[config.mk]
export PLATFORM = sky130hd
export DESIGN_NAME = csac_ctrl
export DESIGN_NICKNAME = d
export VERILOG_FILES = /design/src/hdl/csac_pkg.sv /design/src/hdl/csac_accum.sv /design/src/hdl/csac_ctrl.sv
export SDC_FILE = /design/constraint.sdc
export NUM_CORES = 1
export LEC_CHECK = 0
export BUFFER_PORTS_ARGS = -buffer_cell sky130_fd_sc_hd__buf_2
export CAP_MARGIN = 5
export CORE_ASPECT_RATIO = 0.6
export CORE_MARGIN = 3
export CORE_UTILIZATION = 45
export CTS_CLUSTER_SIZE = 28
export DETAILED_ROUTE_END_ITERATION = 7
export PLACE_DENSITY_LB_ADDON = 0.25
export SETUP_SLACK_MARGIN = 0.15
export SLEW_MARGIN = 10
export SYNTH_ARGS = -nofsm -noshare
export SYNTH_HDL_FRONTEND = slang
export SYNTH_SLANG_ARGS = --single-unit
[constraint.sdc]
create_clock -name CLK -period 6 [get_ports CLK]
set_input_delay 0 -clock CLK [delete_from_list [all_inputs] [get_ports CLK]]
set_output_delay 0 -clock CLK [all_outputs]
set_load 0.01 [all_outputs]
[src/hdl/csac_pkg.sv]
// Shared constants and types for the capacitive sense accumulate and scan controller
package csac_pkg;
    localparam int          SAMPLE_W       = 16;
    localparam int          ACC_W          = 22;
    localparam int          CHAN_W         = 5;
    localparam int          SHIFT_W        = 3;

    localparam logic [7:0]  ADDR_CONTROL   = 8'hB0;
    localparam logic [7:0]  ADDR_CONFIG    = 8'h9E;
    localparam logic [7:0]  ADDR_RESULT_HI = 8'hAC;
    localparam logic [7:0]  ADDR_RESULT_LO = 8'hAB;
    localparam logic [7:0]  ADDR_SCAN_SS   = 8'hB9;
    localparam logic [7:0]  ADDR_SCAN_SE   = 8'hBA;
    localparam logic [7:0]  ADDR_THRESH_HI = 8'h97;
    localparam logic [7:0]  ADDR_THRESH_LO = 8'h96;
    localparam logic [7:0]  ADDR_CHAN_SEL  = 8'h9C;

    // Control register fields
    localparam int          CTL_ENABLE     = 7;
    localparam int          CTL_DONE       = 5;
    localparam int          CTL_BUSY       = 4;
    localparam int          CTL_CMPEN      = 3;
    localparam int          CTL_GREATER    = 0;
    // Config register fields
    localparam int          CFG_MODE_LSB   = 4;
    localparam int          CFG_ACC_LSB    = 0;

    localparam logic [7:0]  RESET_BYTE     = 8'h00;

    typedef enum logic [2:0] {
        MODE_SOFTWARE   = 3'b000,
        MODE_TIMER0     = 3'b001,
        MODE_TIMER2     = 3'b010,
        MODE_TIMER1     = 3'b011,
        MODE_RSVD4      = 3'b100,
        MODE_RSVD5      = 3'b101,
        MODE_CONTINUOUS = 3'b110,
        MODE_AUTOSCAN   = 3'b111
    } csac_mode_e;

    typedef enum logic [2:0] {
        ACC_1  = 3'b000,
        ACC_4  = 3'b001,
        ACC_8  = 3'b010,
        ACC_16 = 3'b011,
        ACC_32 = 3'b100,
        ACC_64 = 3'b101
    } csac_acc_e;

    typedef struct packed {
        logic       wr;
        logic       rd;
        logic [7:0] addr;
        logic [7:0] wdata;
    } csac_sfr_s;

    typedef struct packed {
        logic                done;
        logic [SAMPLE_W-1:0] sample;
    } csac_sense_s;
endpackage : csac_pkg

[src/hdl/csac_accum.sv]
// Sample accumulator with power-of-two averaging
`timescale 1ns/1ps
`default_nettype none
module csac_accum
    import csac_pkg::*;
#(
    parameter int SW = SAMPLE_W,
    parameter int AW = ACC_W
) (
    input  wire logic          CLK,       // System clock
    input  wire logic          RESET,     // Sync reset, active high
    input  wire logic          CLEAR,     // Restart the sum
    input  wire logic          ADD,       // Add one sample
    input  wire logic [SW-1:0] SAMPLE,    // Raw sample
    input  wire logic [2:0]    SHIFT,     // Divide exponent
    output logic      [SW-1:0] QUOTIENT   // Sum divided by count
);
    logic [AW-1:0] sum;
    logic [AW-1:0] next_sum;
    logic [AW-1:0] shifted;

    always_comb begin
        next_sum = sum;
        if (CLEAR) begin
            next_sum = '0;
        end else if (ADD) begin
            next_sum = sum + AW'(SAMPLE);
        end
    end

    always_ff @(posedge CLK) begin
        if (RESET) begin
            sum <= '0;
        end else begin
            sum <= next_sum;
        end
    end

    // 64 samples of 16 bits fit exactly in the 22-bit sum
    assign shifted  = sum >> SHIFT;
    assign QUOTIENT = shifted[SW-1:0];
endmodule : csac_accum
`default_nettype wire

[src/hdl/csac_ctrl.sv]
// Capacitive sense accumulate, compare and auto-scan controller
`timescale 1ns/1ps
`default_nettype none
module csac_ctrl
    import csac_pkg::*;
(
    input  wire logic                CLK,          // System clock, 200 MHz
    input  wire logic                RESET,        // Sync reset, active high
    input  wire csac_sfr_s           SFR,          // Register access request
    output logic [7:0]               SFR_RDATA,    // Read data, one cycle after rd
    input  wire logic                TIMER0_OVF,   // Timer 0 overflow pulse
    input  wire logic                TIMER1_OVF,   // Timer 1 overflow pulse
    input  wire logic                TIMER2_OVF,   // Timer 2 overflow pulse
    input  wire csac_sense_s         SENSE_IN,     // Front end done and sample
    output logic                     SENSE_REQ,    // Conversion request level
    output logic [CHAN_W-1:0]        CHANNEL,      // Input channel selector
    output logic                     UNIT_ON,      // Front end powered
    output logic                     GREATER_WAKE  // Greater event pulse
);
    typedef enum logic [1:0] {
        ST_IDLE = 2'b00,
        ST_CONV = 2'b01,
        ST_LAST = 2'b10
    } csac_state_e;

    csac_state_e         state,           next_state;
    logic                unit_enable,     next_unit_enable;
    logic                conv_done_flag,  next_conv_done_flag;
    logic                compare_enable,  next_compare_enable;
    logic                greater_flag,    next_greater_flag;
    logic                running,         next_running;
    logic [2:0]          start_mode_sel,  next_start_mode_sel;
    logic [2:0]          accum_count_sel, next_accum_count_sel;
    logic [SAMPLE_W-1:0] result,          next_result;
    logic [SAMPLE_W-1:0] threshold,       next_threshold;
    logic [CHAN_W-1:0]   scan_first,      next_scan_first;
    logic [CHAN_W-1:0]   scan_last,       next_scan_last;
    logic [CHAN_W-1:0]   channel_select,  next_channel_select;
    logic [6:0]          count,           next_count;
    logic [7:0]          rdata,           next_rdata;
    logic                greater_pulse,   next_greater_pulse;

    logic                wr_ctl;
    logic                busy_start;
    logic                timer_start;
    logic                acc_clear;
    logic                acc_add;
    logic                is_greater;
    logic [SAMPLE_W-1:0] quotient;
    logic [7:0]          ctl_read;

    // Reserved count codes fall back to a single sample
    function automatic logic [2:0] shift_of(input logic [2:0] sel);
        unique case (sel)
            ACC_4:   shift_of = 3'h1 + 3'h1;
            ACC_8:   shift_of = 3'h3;
            ACC_16:  shift_of = 3'h4;
            ACC_32:  shift_of = 3'h5;
            ACC_64:  shift_of = 3'h6;
            default: shift_of = 3'h0;
        endcase
    endfunction : shift_of

    function automatic logic [7:0] pad_chan(input logic [CHAN_W-1:0] ch);
        pad_chan = {{(8-CHAN_W){1'b0}}, ch};
    endfunction : pad_chan

    csac_accum u_accum (
        .CLK      (CLK),
        .RESET    (RESET),
        .CLEAR    (acc_clear),
        .ADD      (acc_add),
        .SAMPLE   (SENSE_IN.sample),
        .SHIFT    (shift_of(accum_count_sel)),
        .QUOTIENT (quotient)
    );

    assign wr_ctl      = SFR.wr && (SFR.addr == ADDR_CONTROL);
    assign busy_start  = wr_ctl && SFR.wdata[CTL_BUSY] &&
                         (start_mode_sel == MODE_SOFTWARE || start_mode_sel == MODE_CONTINUOUS ||
                          start_mode_sel == MODE_AUTOSCAN);
    assign timer_start = (start_mode_sel == MODE_TIMER0 && TIMER0_OVF) ||
                         (start_mode_sel == MODE_TIMER2 && TIMER2_OVF) ||
                         (start_mode_sel == MODE_TIMER1 && TIMER1_OVF);
    assign is_greater  = compare_enable && (quotient > threshold);
    assign acc_clear   = (state == ST_IDLE);
    assign acc_add     = (state == ST_CONV) && SENSE_IN.done;

    assign ctl_read = {unit_enable, 1'b0, conv_done_flag, (state != ST_IDLE),
                       compare_enable, 2'b00, greater_flag};

    always_comb begin
        next_state           = state;
        next_unit_enable     = unit_enable;
        next_conv_done_flag  = conv_done_flag;
        next_compare_enable  = compare_enable;
        next_greater_flag    = greater_flag;
        next_running         = running;
        next_start_mode_sel  = start_mode_sel;
        next_accum_count_sel = accum_count_sel;
        next_result          = result;
        next_threshold       = threshold;
        next_scan_first      = scan_first;
        next_scan_last       = scan_last;
        next_channel_select  = channel_select;
        next_count           = count;
        next_greater_pulse   = 1'b0;
        next_rdata           = rdata;

        // Software writes first, so hardware events below override them
        if (SFR.wr) begin
            unique case (SFR.addr)
                ADDR_CONTROL: begin
                    next_unit_enable    = SFR.wdata[CTL_ENABLE];
                    next_conv_done_flag = SFR.wdata[CTL_DONE];
                    next_compare_enable = SFR.wdata[CTL_CMPEN];
                end
                ADDR_CONFIG: begin
                    next_start_mode_sel  = SFR.wdata[CFG_MODE_LSB +: 3];
                    next_accum_count_sel = SFR.wdata[CFG_ACC_LSB +: 3];
                end
                ADDR_SCAN_SS: begin
                    next_scan_first = SFR.wdata[CHAN_W-1:0];
                    if (start_mode_sel == MODE_AUTOSCAN) begin
                        next_channel_select = SFR.wdata[CHAN_W-1:0];
                    end
                end
                ADDR_SCAN_SE:   next_scan_last = SFR.wdata[CHAN_W-1:0];
                ADDR_THRESH_HI: next_threshold[15:8] = SFR.wdata;
                ADDR_THRESH_LO: next_threshold[7:0] = SFR.wdata;
                ADDR_CHAN_SEL:  next_channel_select = SFR.wdata[CHAN_W-1:0];
                default: ;
            endcase
        end

        // Continuous modes rearm only through a busy write
        if (busy_start) begin
            next_running = (start_mode_sel != MODE_SOFTWARE);
        end

        unique case (state)
            ST_IDLE: begin
                next_count = '0;
                if (unit_enable && (busy_start || timer_start || running)) begin
                    next_state = ST_CONV;
                end
            end
            ST_CONV: begin
                if (SENSE_IN.done) begin
                    next_count = count + 7'h01;
                    if (count == ((7'h01 << shift_of(accum_count_sel)) - 7'h01)) begin
                        next_state = ST_LAST;
                    end
                end
            end
            ST_LAST: begin
                next_state          = ST_IDLE;
                next_result         = quotient;
                next_conv_done_flag = 1'b1;
                if (compare_enable) begin
                    next_greater_flag = is_greater;
                end
                next_greater_pulse = is_greater;
                if (start_mode_sel == MODE_AUTOSCAN) begin
                    if (is_greater) begin
                        next_running = 1'b0;
                    end else if (channel_select == scan_last) begin
                        next_channel_select = scan_first;
                    end else begin
                        next_channel_select = channel_select + 5'h01;
                    end
                end
            end
            default: next_state = ST_IDLE;
        endcase

        if (!next_unit_enable) begin
            next_state   = ST_IDLE;
            next_running = 1'b0;
        end

        if (SFR.rd) begin
            unique case (SFR.addr)
                ADDR_CONTROL:   next_rdata = ctl_read;
                ADDR_CONFIG:    next_rdata = {1'b0, start_mode_sel, 1'b0, accum_count_sel};
                ADDR_RESULT_HI: next_rdata = result[15:8];
                ADDR_RESULT_LO: next_rdata = result[7:0];
                ADDR_SCAN_SS:   next_rdata = pad_chan(scan_first);
                ADDR_SCAN_SE:   next_rdata = pad_chan(scan_last);
                ADDR_THRESH_HI: next_rdata = threshold[15:8];
                ADDR_THRESH_LO: next_rdata = threshold[7:0];
                ADDR_CHAN_SEL:  next_rdata = pad_chan(channel_select);
                default:        next_rdata = RESET_BYTE;
            endcase
        end
    end

    always_ff @(posedge CLK) begin
        if (RESET) begin
            state           <= ST_IDLE;
            unit_enable     <= 1'b0;
            conv_done_flag  <= 1'b0;
            compare_enable  <= 1'b0;
            greater_flag    <= 1'b0;
            running         <= 1'b0;
            start_mode_sel  <= 3'h0;
            accum_count_sel <= 3'h0;
            result          <= 16'h0000;
            threshold       <= 16'h0000;
            scan_first      <= 5'h00;
            scan_last       <= 5'h00;
            channel_select  <= 5'h00;
            count           <= 7'h00;
            rdata           <= RESET_BYTE;
            greater_pulse   <= 1'b0;
        end else begin
            state           <= next_state;
            unit_enable     <= next_unit_enable;
            conv_done_flag  <= next_conv_done_flag;
            compare_enable  <= next_compare_enable;
            greater_flag    <= next_greater_flag;
            running         <= next_running;
            start_mode_sel  <= next_start_mode_sel;
            accum_count_sel <= next_accum_count_sel;
            result          <= next_result;
            threshold       <= next_threshold;
            scan_first      <= next_scan_first;
            scan_last       <= next_scan_last;
            channel_select  <= next_channel_select;
            count           <= next_count;
            rdata           <= next_rdata;
            greater_pulse   <= next_greater_pulse;
        end
    end

    assign SENSE_REQ    = (state == ST_CONV);
    assign CHANNEL      = channel_select;
    assign UNIT_ON      = unit_enable;
    assign GREATER_WAKE = greater_pulse;
    assign SFR_RDATA    = rdata;
endmodule : csac_ctrl
`default_nettype wire

==> report_table.html, run 1 <==
<table>
<tr><th>Metric</th><th>Value</th></tr>
<tr><th colspan="2">Outcome</th></tr>
<tr><td>Status</td><td>complete, no violations</td></tr>
<tr><th colspan="2">Placed design</th></tr>
<tr><td>Input/output buffers</td><td>55</td></tr>
<tr><td>Final RePlAce weighted congestion</td><td>0.9396</td></tr>
<tr><td>Half-perimeter wire length of the detailed placement result</td><td>15230 um</td></tr>
<tr><th colspan="2">Synth</th></tr>
<tr><td>Number of warnings reported in the yosys synthesis log</td><td>0</td></tr>
<tr><td>Mapped Cells</td><td>847</td></tr>
<tr><td>Share of the yosys chip area belonging to registers</td><td>29.36%</td></tr>
<tr><td>Fraction of synthesized cell area taken by the top area cell type</td><td>29.36%</td></tr>
<tr><td>Largest area contributor in the synthesized netlist</td><td>dfxtp_1</td></tr>
<tr><td>Synth area leaders</td><td>dfxtp_1 (29%), a21oi_1 (7.4%), ha_1 (6.6%), nand2_1 (5.6%), nor2_1 (4.4%)</td></tr>
<tr><td>Most frequently used flop master after synthesis</td><td>dfxtp_1</td></tr>
<tr><td>Number of library cell types mapped by synthesis</td><td>74</td></tr>
<tr><td>Synth cell count leaders</td><td>a21oi_1 (99), nand2_1 (99), dfxtp_1 (98)</td></tr>
<tr><td>Syn Nets</td><td>923</td></tr>
<tr><td>Synthesized area</td><td>0.006683 sq mm</td></tr>
<tr><td>Number of register bits inferred by synthesis</td><td>98</td></tr>
<tr><td>Mean instance size in the synthesized netlist</td><td>7.890 sq um</td></tr>
<tr><td>Share of flip-flops with an asynchronous set or reset</td><td>0%</td></tr>
<tr><td>Number of enable flip-flop cells after synthesis</td><td>0</td></tr>
<tr><th colspan="2">Critical path</th></tr>
<tr><td>Length in cells of the worst reg-to-reg path</td><td>13</td></tr>
<tr><td>Arrival time of data at the critical path endpoint</td><td>5030 ps</td></tr>
<tr><td>Required arrival time at the worst endpoint</td><td>6250 ps</td></tr>
<tr><td>Register-to-Register Setup Slack</td><td>1220 ps</td></tr>
<tr><td>Crit-path cells</td><td>nand2b_1, a21oi_2, buf_4, mux4_2, a222oi_1, inv_1, ha_1, nand4_1, or2_2, a211o_1, a31oi_1, nand2_1, o21a_1</td></tr>
<tr><td>Endpoint type of the worst setup path</td><td>flip-flop</td></tr>
<tr><td>R2R Path Start</td><td>accum_count_sel[2]</td></tr>
<tr><td>Critical path start-end classification</td><td>flip-flop to flip-flop</td></tr>
<tr><td>Delay contributed by the slowest stage of the critical path</td><td>700 ps</td></tr>
<tr><td>Type of element launching the critical path</td><td>flip-flop</td></tr>
<tr><td>Critical-path maximum fanout</td><td>17</td></tr>
<tr><td>Worst reg2reg endpoint</td><td>running</td></tr>
<tr><td>Worst-path cell with the longest stage delay</td><td>a31oi_1</td></tr>
<tr><th colspan="2">Power</th></tr>
<tr><td>Peak supply drop</td><td>0.0001120 V</td></tr>
<tr><td>Internal power</td><td>1.006 mW</td></tr>
<tr><td>Static leakage power</td><td>2.866 nW</td></tr>
<tr><td>Reg power frac</td><td>49.2%</td></tr>
<tr><td>Clock share of power</td><td>44.5%</td></tr>
<tr><td>Proportion of total power due to net switching</td><td>23.95%</td></tr>
<tr><td>Combinational power share</td><td>6.3%</td></tr>
<tr><td>Pwr Total</td><td>1.323 mW</td></tr>
<tr><td>Net load switching power</td><td>0.3168 mW</td></tr>
<tr><td>Total power density per cell area</td><td>179.4 mW/mm^2</td></tr>
<tr><th colspan="2">Floorplan</th></tr>
<tr><td>Vertical die dimension</td><td>100.4 um</td></tr>
<tr><td>Area of the core</td><td>0.01408 sq mm</td></tr>
<tr><td>Initial Utilization</td><td>47.46%</td></tr>
<tr><td>Count of standard-cell rows</td><td>33</td></tr>
<tr><td>IO Pins</td><td>56</td></tr>
<tr><td>Floorplan die width</td><td>163.3 um</td></tr>
<tr><td>Area enclosed by the die boundary</td><td>0.01640 sq mm</td></tr>
<tr><th colspan="2">Routing</th></tr>
<tr><td>Final ANT Viol Nets</td><td>0</td></tr>
<tr><td>Count of routing violations after the opening detailed-route iteration</td><td>858</td></tr>
<tr><td>Routed wirelength normalized by instance count</td><td>18.82 um</td></tr>
<tr><td>DRC viols</td><td>0</td></tr>
<tr><td>Length of the first detailed-routing pass in iterations</td><td>5</td></tr>
<tr><td>Total Routed Length</td><td>20100 um</td></tr>
<tr><td>Number of vias after detailed routing</td><td>6410</td></tr>
<tr><td>Via count normalized by instance count</td><td>6.002</td></tr>
<tr><th colspan="2">Timing</th></tr>
<tr><td>Crit share post-route</td><td>79.72%</td></tr>
<tr><td>Final Hold Viols</td><td>0</td></tr>
<tr><td>Maximum clock frequency</td><td>209.1 MHz</td></tr>
<tr><td>Fin crit period</td><td>4783 ps</td></tr>
<tr><td>Least-Margin Pin Slew</td><td>978.4 ps</td></tr>
<tr><td>Final slew viol count</td><td>0</td></tr>
<tr><td>Setup repair after global routing missed its margin</td><td>false</td></tr>
<tr><td>Clock Skews</td><td>8.757 ps</td></tr>
<tr><td>Setup total negative slack</td><td>0 ps</td></tr>
<tr><td>Slew HR</td><td>34.27%</td></tr>
<tr><td>Number of failing setup endpoints in the final timing report</td><td>0</td></tr>
<tr><th colspan="2">GRT</th></tr>
<tr><td>First-pass GRT wire length</td><td>31400 um</td></tr>
<tr><td>Maximum number of pins on one net before global-route repair</td><td>68</td></tr>
<tr><td>Number of antenna violations at the first check in global routing</td><td>0</td></tr>
<tr><td>Via count of the first global-routing pass</td><td>5430</td></tr>
<tr><td>Overflow left after global routing</td><td>0</td></tr>
<tr><td>Aggregate global-route resource usage</td><td>24.45%</td></tr>
<tr><th colspan="2">Layout</th></tr>
<tr><td>Sequential cell area</td><td>0.001962 sq mm</td></tr>
<tr><td>Synth-to-Final Area Change</td><td>10.32%</td></tr>
<tr><td>Final Net Count</td><td>947</td></tr>
<tr><td>Ant. Diodes</td><td>0</td></tr>
<tr><td>Fraction of layout instances using a drive strength above 1</td><td>12.67%</td></tr>
<tr><td>Filler Cell Count</td><td>1344</td></tr>
<tr><td>Area of the multi-input gates</td><td>0.004398 sq mm</td></tr>
<tr><th colspan="2">CTS</th></tr>
<tr><td>CTS tree</td><td>done</td></tr>
<tr><td>Number of buffers added by the clock tree synthesis step</td><td>9</td></tr>
<tr><td>Post_cts resized</td><td>0</td></tr>
<tr><td>Clock latency at the later pin of the worst-skew pair</td><td>350 ps</td></tr>
<tr><td>Clock tree root buffer cell</td><td>clkbuf_16</td></tr>
<tr><td>H-Tree Level Count</td><td>3</td></tr>
<tr><td>Clock tree buffer depth</td><td>2</td></tr>
<tr><td>Clock slew at reported path FFs</td><td>70 ps</td></tr>
<tr><td>Num Clock Sinks</td><td>98</td></tr>
<tr><th colspan="2">Hold path</th></tr>
<tr><td>Origin of the worst min-delay path</td><td>SFR[1]</td></tr>
<tr><td>Hold endpoint</td><td>scan_last[1]</td></tr>
<tr><td>Worst hold path type</td><td>input pin to flip-flop</td></tr>
<tr><td>Cell count of the worst hold path</td><td>3</td></tr>
<tr><th colspan="2">Flow run</th></tr>
<tr><td>Max-capacitance violation count</td><td>0</td></tr>
</table>
## how the worst max path moves through the flow
stage,end,startpoint,slack (ps),cells past startpoint
floorplan,running,accum_count_sel[1],2240,15
global placement,running,accum_count_sel[2],1530,13
detailed placement,running,accum_count_sel[2],1280,13
CTS,running,accum_count_sel[2],1270,13
global route,running,accum_count_sel[2],790,13
finish,running,accum_count_sel[2],1220,13
## worst max-delay path, delay by kind of cell, from the launching register on
family	cells	cell delay [ps]
AOI/OAI and AO/OA	5	1840
adders and majority gates	1	320
buffers and inverters	2	420
and+or+nand+nor	4	880
muxes	1	550
DFF	1	660
## through the flow
stage	hold WS [ps]	setup WS, ps	area, sq um	utilization, %	cells
2_1_floorplan	102.8	2239	6683	-	847
3_5_place_dp	328.6	1279	7025	49.90	1047
3_3_place_gp	326.4	1528	7025	49.90	1047
6_report	8.134	1217	7372	52.36	1068
5_1_grt	20.94	786.4	7372	52.36	1068
4_1_cts	1.091	1265	7372	52.36	1068
## cell type report
cell class | instances | share of cell area [%]
sequential | 98 | 26.61
multi-input combinational | 668 | 59.66
timing repair buffer | 66 | 5.024
clock inverter | 5 | 0.8656
tap | 192 | 3.259
inverter | 28 | 1.426
clock buffer | 11 | 3.157
## registers in the layout, indices dropped and copies added, names as in the netlist
register / count
threshold: 16
running: 1
GREATER_WAKE: 1
scan_first: 5
result: 16
conv_done_flag: 1
UNIT_ON: 1
scan_last: 5
greater_flag: 1
start_mode_sel: 3
accum_count_sel: 3
CHANNEL: 5
state: 2
SFR_RDATA: 8
count: 7
u_accum.sum: 22
compare_enable: 1
## layer usage
layer / GRT usage, % / routed length, um
met2: 29.04 / 7104
met5: 0 / 0
met4: 3.314 / 101
met1: 41.09 / 10220
met3: 8.247 / 2678
## power by group through the flow
stage	Clock, mW	Combinational [mW]	Sequential (mW)
after floorplan	0	0.0477	0.666
after global placement	0	0.0783	0.666
after detailed placement	0	0.0782	0.666
after CTS	0.595	0.0810	0.651
after global routing	0.621	0.0909	0.651
final	0.589	0.0829	0.651
## cells by family (layout without fill, tap and decap cells)
group | count (synthesis) | in the layout | synth area share (%)
AO/OA/AOI/OAI | 240 | 240 | 22.36
XOR/XNOR | 24 | 24 | 3.145
adder cells (fa/ha/maj) | 36 | 36 | 6.853
buffers and inverters | 81 | 110 | 4.830
flip-flops | 98 | 98 | 29.36
multiplexers | 53 | 53 | 10.45
other | 1 | 1 | 0.05612
AND/OR/NAND/NOR | 314 | 314 | 22.95
## timing repair
action,in CTS,in global routing
hold buffers,5,0
endpoints found under the hold margin,8,0
buffers inserted,0,0
## cell usage in the layout (no fill, tap or decap), types with 4 or more instances in the layout
cell type,count
a21oi_1,99
o21ai_0,39
ha_1,35
dfxtp_1,98
dlygate4sd3_1,5
o22ai_1,10
mux2_2,14
nor2b_1,14
a211oi_1,12
nand3_1,30
buf_4,6
nor3_1,15
and3_1,6
a22o_1,4
nand4b_1,5
nor2_1,79
inv_1,27
mux2i_1,27
buf_2,55
nor4_1,4
or3_1,5
mux4_2,12
nand4_1,11
o21a_1,4
clkbuf_16,9
a22oi_1,13
xnor2_1,12
nand2_1,99
o211ai_1,7
xor2_1,12
a31oi_1,11
nor3b_1,5
a21o_1,5
nand2b_1,19
Note: power is estimated with default switching activity, not from simulation.
==> run 2, diff against run 1 <==
Clock period 6 ns to 4.2 ns, I/O delays scaled along.
==> run 2 against run 1 <==
Global-route usage is 0.92 points higher. Sequential share of layout area hardly changed. Count of clock-buffer cells in the layout is 2 lower. Hold slack better by 6.7 ps. Sequential power is 43% higher. Maximum frequency is 29% higher. Core utilization hardly changed. Critical endpoint unchanged.
==> report_table.html, run 2 (synthesis results as in run 1) <==
<table>
<tr><th>Metric</th><th>Value</th></tr>
<tr><th colspan="2">Placed design</th></tr>
<tr><td>Input/output buffers</td><td>55</td></tr>
<tr><td>Half-perimeter wire length of the detailed placement result</td><td>15710 um</td></tr>
<tr><td>Dpl ws</td><td>526.7 ps</td></tr>
<tr><td>Cell area after placement</td><td>0.007063 sq mm</td></tr>
<tr><td>Final RePlAce weighted congestion</td><td>0.9710</td></tr>
<tr><th colspan="2">Critical path</th></tr>
<tr><td>Crit-path cells</td><td>nand2b_1, a21oi_2, buf_4, mux4_2, a21oi_1, inv_1, ha_1, nand4_1, or2_2, a211o_1, a31oi_1, buf_4, nand2_1, o21a_1</td></tr>
<tr><td>Critical path start-end classification</td><td>flip-flop to flip-flop</td></tr>
<tr><td>Delay contributed by the slowest stage of the critical path</td><td>540 ps</td></tr>
<tr><td>Delay-heaviest family, CP</td><td>compound AO/OA/AOI/OAI gates</td></tr>
<tr><td>Cell repeated most along the worst path</td><td>buf_4</td></tr>
<tr><td>Worst reg2reg endpoint</td><td>running</td></tr>
<tr><td>Length in cells of the worst reg-to-reg path</td><td>14</td></tr>
<tr><td>Buffers plus inverters on the worst setup path</td><td>3</td></tr>
<tr><td>Arrival time of data at the critical path endpoint</td><td>3960 ps</td></tr>
<tr><td>Critical-path maximum fanout</td><td>12</td></tr>
<tr><td>Register-to-Register Setup Slack</td><td>480 ps</td></tr>
<tr><td>Endpoint type of the worst setup path</td><td>flip-flop</td></tr>
<tr><td>Type of element launching the critical path</td><td>flip-flop</td></tr>
<tr><td>R2R Path Start</td><td>accum_count_sel[1]</td></tr>
<tr><td>Required arrival time at the worst endpoint</td><td>4440 ps</td></tr>
<tr><td>Count of cell instances traversed by the critical path</td><td>14</td></tr>
<tr><td>Worst-path cell with the longest stage delay</td><td>mux4_2</td></tr>
<tr><th colspan="2">CTS</th></tr>
<tr><td>Post_cts resized</td><td>0</td></tr>
<tr><td>Num Clock Sinks</td><td>98</td></tr>
<tr><td>Clock tree root buffer cell</td><td>clkbuf_16</td></tr>
<tr><td>Clock slew at reported path FFs</td><td>80 ps</td></tr>
<tr><td>H-Tree Level Count</td><td>3</td></tr>
<tr><td>Number of buffers added by the clock tree synthesis step</td><td>9</td></tr>
<tr><td>Clock tree buffer depth</td><td>2</td></tr>
<tr><td>Clock latency at the later pin of the worst-skew pair</td><td>350 ps</td></tr>
<tr><td>CTS tree</td><td>done</td></tr>
<tr><th colspan="2">Routing</th></tr>
<tr><td>Total Routed Length</td><td>20580 um</td></tr>
<tr><td>Via count normalized by instance count</td><td>6.051</td></tr>
<tr><td>DRC viols</td><td>0</td></tr>
<tr><td>Routed wirelength normalized by instance count</td><td>19.21 um</td></tr>
<tr><td>Length of the first detailed-routing pass in iterations</td><td>5</td></tr>
<tr><td>Number of vias after detailed routing</td><td>6481</td></tr>
<tr><td>Count of routing violations after the opening detailed-route iteration</td><td>711</td></tr>
<tr><td>Final ANT Viol Nets</td><td>0</td></tr>
<tr><th colspan="2">Floorplan</th></tr>
<tr><td>Count of standard-cell rows</td><td>33</td></tr>
<tr><td>Area enclosed by the die boundary</td><td>0.01640 sq mm</td></tr>
<tr><td>Vertical die dimension</td><td>100.4 um</td></tr>
<tr><td>Initial Utilization</td><td>47.46%</td></tr>
<tr><td>IO Pins</td><td>56</td></tr>
<tr><td>Floorplan die width</td><td>163.3 um</td></tr>
<tr><td>Area of the core</td><td>0.01408 sq mm</td></tr>
<tr><th colspan="2">GRT</th></tr>
<tr><td>Maximum number of pins on one net before global-route repair</td><td>67</td></tr>
<tr><td>Via count of the first global-routing pass</td><td>5675</td></tr>
<tr><td>Gr busiest metal</td><td>met1</td></tr>
<tr><td>Aggregate global-route resource usage</td><td>25.37%</td></tr>
<tr><td>Routing usage on met2</td><td>29.45%</td></tr>
<tr><td>Met3 usage</td><td>8.701%</td></tr>
<tr><td>Number of antenna violations at the first check in global routing</td><td>0</td></tr>
<tr><td>First-pass GRT wire length</td><td>32510 um</td></tr>
<tr><td>Overflow left after global routing</td><td>0</td></tr>
<tr><td>Met1 layer usage reported by global route</td><td>42.76%</td></tr>
<tr><th colspan="2">Power</th></tr>
<tr><td>Static leakage power</td><td>2.880 nW</td></tr>
<tr><td>Total power density per cell area</td><td>251.8 mW/mm^2</td></tr>
<tr><td>Peak supply drop</td><td>0.0001583 V</td></tr>
<tr><th colspan="2">Timing</th></tr>
<tr><td>Maximum clock frequency</td><td>268.8 MHz</td></tr>
<tr><td>Final slew viol count</td><td>0</td></tr>
<tr><td>Final Hold Viols</td><td>0</td></tr>
<tr><td>Setup total negative slack</td><td>0 ps</td></tr>
<tr><td>Least-Margin Pin Slew</td><td>779.6 ps</td></tr>
<tr><td>Slew HR</td><td>47.63%</td></tr>
<tr><td>Setup repair after global routing missed its margin</td><td>false</td></tr>
<tr><td>Number of failing setup endpoints in the final timing report</td><td>0</td></tr>
<tr><td>Fin crit period</td><td>3720 ps</td></tr>
<tr><td>WHS</td><td>14.85 ps</td></tr>
<tr><td>Clock Skews</td><td>8.326 ps</td></tr>
<tr><td>Worst-case setup margin in the final layout</td><td>479.9 ps</td></tr>
<tr><td>Crit share post-route</td><td>88.57%</td></tr>
<tr><th colspan="2">Layout</th></tr>
<tr><td>Ant. Diodes</td><td>0</td></tr>
<tr><td>Final Net Count</td><td>950</td></tr>
<tr><td>Biggest register</td><td>u_accum.sum</td></tr>
<tr><td>Largest regs</td><td>u_accum.sum x22, result x16, threshold x16</td></tr>
<tr><td>Most frequent cells in the layout</td><td>nand2_1 (99), a21oi_1 (99), dfxtp_1 (98)</td></tr>
<tr><td>Synth-to-Final Area Change</td><td>10.41%</td></tr>
<tr><td>Post-Layout Inst Area</td><td>0.007378 sq mm</td></tr>
<tr><td>Largest register FFs</td><td>22</td></tr>
<tr><td>Fraction of layout instances using a drive strength above 1</td><td>13.42%</td></tr>
<tr><th colspan="2">Hold path</th></tr>
<tr><td>Cell count of the worst hold path</td><td>3</td></tr>
<tr><td>Origin of the worst min-delay path</td><td>SFR[1]</td></tr>
<tr><td>Worst hold path type</td><td>input pin to flip-flop</td></tr>
<tr><td>Hold endpoint</td><td>scan_last[1]</td></tr>
<tr><th colspan="2">Outcome</th></tr>
<tr><td>Status</td><td>complete, no violations</td></tr>
<tr><th colspan="2">Flow run</th></tr>
<tr><td>Max-capacitance violation count</td><td>0</td></tr>
</table>
-- run 2: changes by cell type in the layout (fill, tap and decap cells not counted), sizes merged --
cell / delta
buf: +5
bufinv: -1
clkbuf: -2
clkinvlp: +1
dlygate4sd3: -2
inv: +2
-- run 2: per-layer routing --
| metal | vias to the layer above | share of wire [%] |
|---|---|---|
| met4 | 0 | 0.58 |
| li1 | 3142 | - |
| met5 | - | 0 |
| met2 | 287 | 35 |
| met3 | 12 | 12 |
| met1 | 3040 | 53 |
-- run 2: metrics by stage --
step                utilization, %  power [mW]  std cells
floorplan                        -       1.019        847
global placement             50.16       1.062       1052
detailed placement           50.16       1.063       1052
CTS                          52.40       1.865       1071
global route                 52.40       1.921       1071
finish                       52.40       1.858       1071
-- run 2: power breakdown --
group	total (mW)	switching, mW	internal [mW]	leakage [nW]
combinational	0.118	0.0782	0.0401	1.96
clock	0.811	0.398	0.413	0.136
sequential	0.929	0.000683	0.929	0.789
-- run 2: how the worst max path moves through the flow --
stage	to	start
final	running	accum_count_sel[1]
after detailed placement	running	accum_count_sel[1]
after global routing	running	accum_count_sel[1]
after floorplan	running	accum_count_sel[1]
after CTS	running	accum_count_sel[1]
after global placement	running	accum_count_sel[1]
-- run 2: final cells by class --
type | instances | area (sq um)
fill | 1356 | 6701
inverter | 28 | 105.1
sequential | 98 | 1962
tap | 192 | 240.2
clock buffer | 9 | 225.2
timing repair buffer | 69 | 387.9
multi-input combinational | 668 | 4398
clock inverter | 7 | 60.06
-- run 2: tightest hold or removal path, cell delays in order --
cell and delay (ps):
buf_2 170, nand3_1 90, a21oi_1 60
-- run 2: repair_timing --
action,4_1_cts,5_1_grt
hold buffers,3,0
setup buffers,0,0
hold endpoints to repair,7,0
==> run 3, diff against run 2 <==
Settings changed: BUFFER_PORTS_ARGS -buffer_cell sky130_fd_sc_hd__buf_2 to -buffer_cell sky130_fd_sc_hd__buf_4.
==> run 3 against run 2 <==
Sequential share of layout area shrank 0.91 points. Maximum frequency grew 0.49%. First-iteration DRC count rose by 15%. Hold slack improved by 14 ps. Wire length rose by 1.3%. Setup slack improved by 18 ps. Power grew 8.9%. Via count up 1.3%. Critical path depth down 1. Clock skew fell by 1.5 ps. Critical path type unchanged.
==> report_table.html, run 3 (synthesis results as in run 1) <==
<table>
<tr><th>Metric</th><th>Value</th></tr>
<tr><th colspan="2">Timing</th></tr>
<tr><td>Crit share post-route</td><td>88.14%</td></tr>
<tr><td>Setup total negative slack</td><td>0 ps</td></tr>
<tr><td>Slew HR</td><td>45.02%</td></tr>
<tr><td>Clock Skews</td><td>6.846 ps</td></tr>
<tr><td>Least-Margin Pin Slew</td><td>817.1 ps</td></tr>
<tr><td>Final slew viol count</td><td>0</td></tr>
<tr><td>WHS</td><td>28.87 ps</td></tr>
<tr><td>Setup repair after global routing missed its margin</td><td>false</td></tr>
<tr><td>Fin crit period</td><td>3702 ps</td></tr>
<tr><td>Number of failing setup endpoints in the final timing report</td><td>0</td></tr>
<tr><td>Final Hold Viols</td><td>0</td></tr>
<tr><td>Maximum clock frequency</td><td>270.1 MHz</td></tr>
<tr><th colspan="2">Layout</th></tr>
<tr><td>Most frequent cells in the layout</td><td>nand2_1 (99), a21oi_1 (99), dfxtp_1 (98)</td></tr>
<tr><td>Final instance count without filler cells</td><td>1077</td></tr>
<tr><td>Ant. Diodes</td><td>0</td></tr>
<tr><td>Area of the multi-input gates</td><td>0.004398 sq mm</td></tr>
<tr><td>Largest register FFs</td><td>22</td></tr>
<tr><td>Sequential cell area</td><td>0.001962 sq mm</td></tr>
<tr><td>Largest regs</td><td>u_accum.sum x22, result x16, threshold x16</td></tr>
<tr><td>Filler Cell Count</td><td>1349</td></tr>
<tr><td>Final Net Count</td><td>957</td></tr>
<tr><td>Fraction of layout instances using a drive strength above 1</td><td>13.22%</td></tr>
<tr><td>Fraction of the core area covered by cells at the end of the flow</td><td>54.26%</td></tr>
<tr><td>Synth-to-Final Area Change</td><td>14.32%</td></tr>
<tr><td>Biggest register</td><td>u_accum.sum</td></tr>
<tr><th colspan="2">Floorplan</th></tr>
<tr><td>Initial Utilization</td><td>47.46%</td></tr>
<tr><td>IO Pins</td><td>56</td></tr>
<tr><td>Count of standard-cell rows</td><td>33</td></tr>
<tr><td>Floorplan die width</td><td>163.3 um</td></tr>
<tr><td>Area of the core</td><td>0.01408 sq mm</td></tr>
<tr><td>Area enclosed by the die boundary</td><td>0.01640 sq mm</td></tr>
<tr><td>Vertical die dimension</td><td>100.4 um</td></tr>
<tr><th colspan="2">CTS</th></tr>
<tr><td>Clock latency at the later pin of the worst-skew pair</td><td>350 ps</td></tr>
<tr><td>Setup fix buffers added after clock tree synthesis</td><td>0</td></tr>
<tr><td>Clock tree root buffer cell</td><td>clkbuf_16</td></tr>
<tr><td>Num Clock Sinks</td><td>98</td></tr>
<tr><td>Post-CTS Hold Fix Bufs</td><td>10</td></tr>
<tr><td>CTS tree</td><td>done</td></tr>
<tr><td>Clock slew at reported path FFs</td><td>70 ps</td></tr>
<tr><td>Clock tree buffer depth</td><td>2</td></tr>
<tr><td>Number of buffers added by the clock tree synthesis step</td><td>9</td></tr>
<tr><td>H-Tree Level Count</td><td>3</td></tr>
<tr><td>Post_cts resized</td><td>0</td></tr>
<tr><th colspan="2">Critical path</th></tr>
<tr><td>Worst-path cell with the longest stage delay</td><td>mux4_2</td></tr>
<tr><td>Crit-path cells</td><td>nand2b_1, a21oi_2, buf_4, mux4_2, mux2_2, ha_1, nand4_1, or2_2, o31ai_1, a31oi_1, buf_4, a2111o_1, a21oi_1</td></tr>
<tr><td>Endpoint type of the worst setup path</td><td>flip-flop</td></tr>
<tr><td>Required arrival time at the worst endpoint</td><td>4470 ps</td></tr>
<tr><td>Delay contributed by the slowest stage of the critical path</td><td>560 ps</td></tr>
<tr><td>Cell repeated most along the worst path</td><td>buf_4</td></tr>
<tr><td>Type of element launching the critical path</td><td>flip-flop</td></tr>
<tr><td>Arrival time of data at the critical path endpoint</td><td>3980 ps</td></tr>
<tr><td>Critical-path maximum fanout</td><td>12</td></tr>
<tr><td>Critical path start-end classification</td><td>flip-flop to flip-flop</td></tr>
<tr><th colspan="2">GRT</th></tr>
<tr><td>Via count of the first global-routing pass</td><td>5752</td></tr>
<tr><td>Gr busiest metal</td><td>met1</td></tr>
<tr><td>Maximum number of pins on one net before global-route repair</td><td>68</td></tr>
<tr><td>Aggregate global-route resource usage</td><td>25.80%</td></tr>
<tr><td>Met3 usage</td><td>8.536%</td></tr>
<tr><td>Routing usage on met2</td><td>30.44%</td></tr>
<tr><td>Met1 layer usage reported by global route</td><td>43.43%</td></tr>
<tr><td>Number of antenna violations at the first check in global routing</td><td>0</td></tr>
<tr><td>First-pass GRT wire length</td><td>33150 um</td></tr>
<tr><td>Overflow left after global routing</td><td>0</td></tr>
<tr><th colspan="2">Power</th></tr>
<tr><td>Static leakage power</td><td>2.962 nW</td></tr>
<tr><td>Total power density per cell area</td><td>265.0 mW/mm^2</td></tr>
<tr><td>Pwr Total</td><td>2.024 mW</td></tr>
<tr><td>Peak supply drop</td><td>0.0001640 V</td></tr>
<tr><th colspan="2">Flow run</th></tr>
<tr><td>Max-capacitance violation count</td><td>0</td></tr>
<tr><th colspan="2">Outcome</th></tr>
<tr><td>Status</td><td>complete, no violations</td></tr>
<tr><th colspan="2">Routing</th></tr>
<tr><td>Number of vias after detailed routing</td><td>6563</td></tr>
<tr><td>Length of the first detailed-routing pass in iterations</td><td>7</td></tr>
<tr><td>Final ANT Viol Nets</td><td>0</td></tr>
<tr><td>Count of routing violations after the opening detailed-route iteration</td><td>817</td></tr>
<tr><td>Total Routed Length</td><td>20840 um</td></tr>
<tr><td>DRC viols</td><td>0</td></tr>
<tr><td>Routed wirelength normalized by instance count</td><td>19.35 um</td></tr>
<tr><td>Via count normalized by instance count</td><td>6.094</td></tr>
<tr><th colspan="2">Placed design</th></tr>
<tr><td>Final RePlAce weighted congestion</td><td>0.9467</td></tr>
<tr><td>Total placed cells including tap cells</td><td>1052</td></tr>
<tr><td>Half-perimeter wire length of the detailed placement result</td><td>15720 um</td></tr>
<tr><td>Input/output buffers</td><td>55</td></tr>
<tr><th colspan="2">Hold path</th></tr>
<tr><td>Worst hold path type</td><td>input pin to flip-flop</td></tr>
</table>
run 3: changes by cell type in the layout (fill, tap and decap cells not counted), sizes merged:
cell         change
dlygate4sd3      +7
bufinv           +3
clkinv           -2
inv              -2
run 3: path summary, 6_finish.rpt:
check / start / to / slack, ps / depth (start not counted)
worst min register to register: result[9] / result[9] / 460 / 2
worst min-delay path: SENSE_IN[0] / u_accum.sum[0] / 30 / 4
worst max register to register: accum_count_sel[1] / CHANNEL[3] / 500 / 13
worst max-delay path: accum_count_sel[1] / CHANNEL[3] / 500 / 13
run 3: routing by layer:
| metal | routed length [um] | vias to the layer above |
|---|---|---|
| met1 | 10690 | 3045 |
| met2 | 7388 | 344 |
| met4 | 133 | 0 |
| met3 | 2628 | 15 |
| li1 | - | 3159 |
| met5 | 0 | - |
run 3: critical path, delay by kind of cell, from the launching register on:
family	cells	cell delay, ps
adders and majority gates	1	300
and+or+nand+nor	3	670
AOI/OAI and AO/OA	5	990
DFF	1	320
muxes	2	870
buffers and inverters	2	460
run 3: final cells by class:
cell class	instances	share of cell area, %
Multi-Input combinational cell	668	57.57
Sequential cell	98	25.68
Timing Repair Buffer	76	7.796
Tap cell	192	3.144
Clock buffer	9	2.948
Clock inverter	6	1.490
Inverter	28	1.376
run 3: report_power, final:
part           total [mW]  internal [mW]  switching (mW)
combinational       0.133         0.0542          0.0788
sequential          0.930          0.929        0.000677
clock               0.962          0.581           0.380
total                2.02           1.56           0.460
run 3: stage by stage:
step           setup slack [ps]  cell area [sq um]
5_1_grt                   230.3               7640
6_report                  498.2               7640
4_1_cts                   539.8               7640
2_1_floorplan             439.2               6683
3_5_place_dp              588.6               7201
3_3_place_gp              657.5               7201
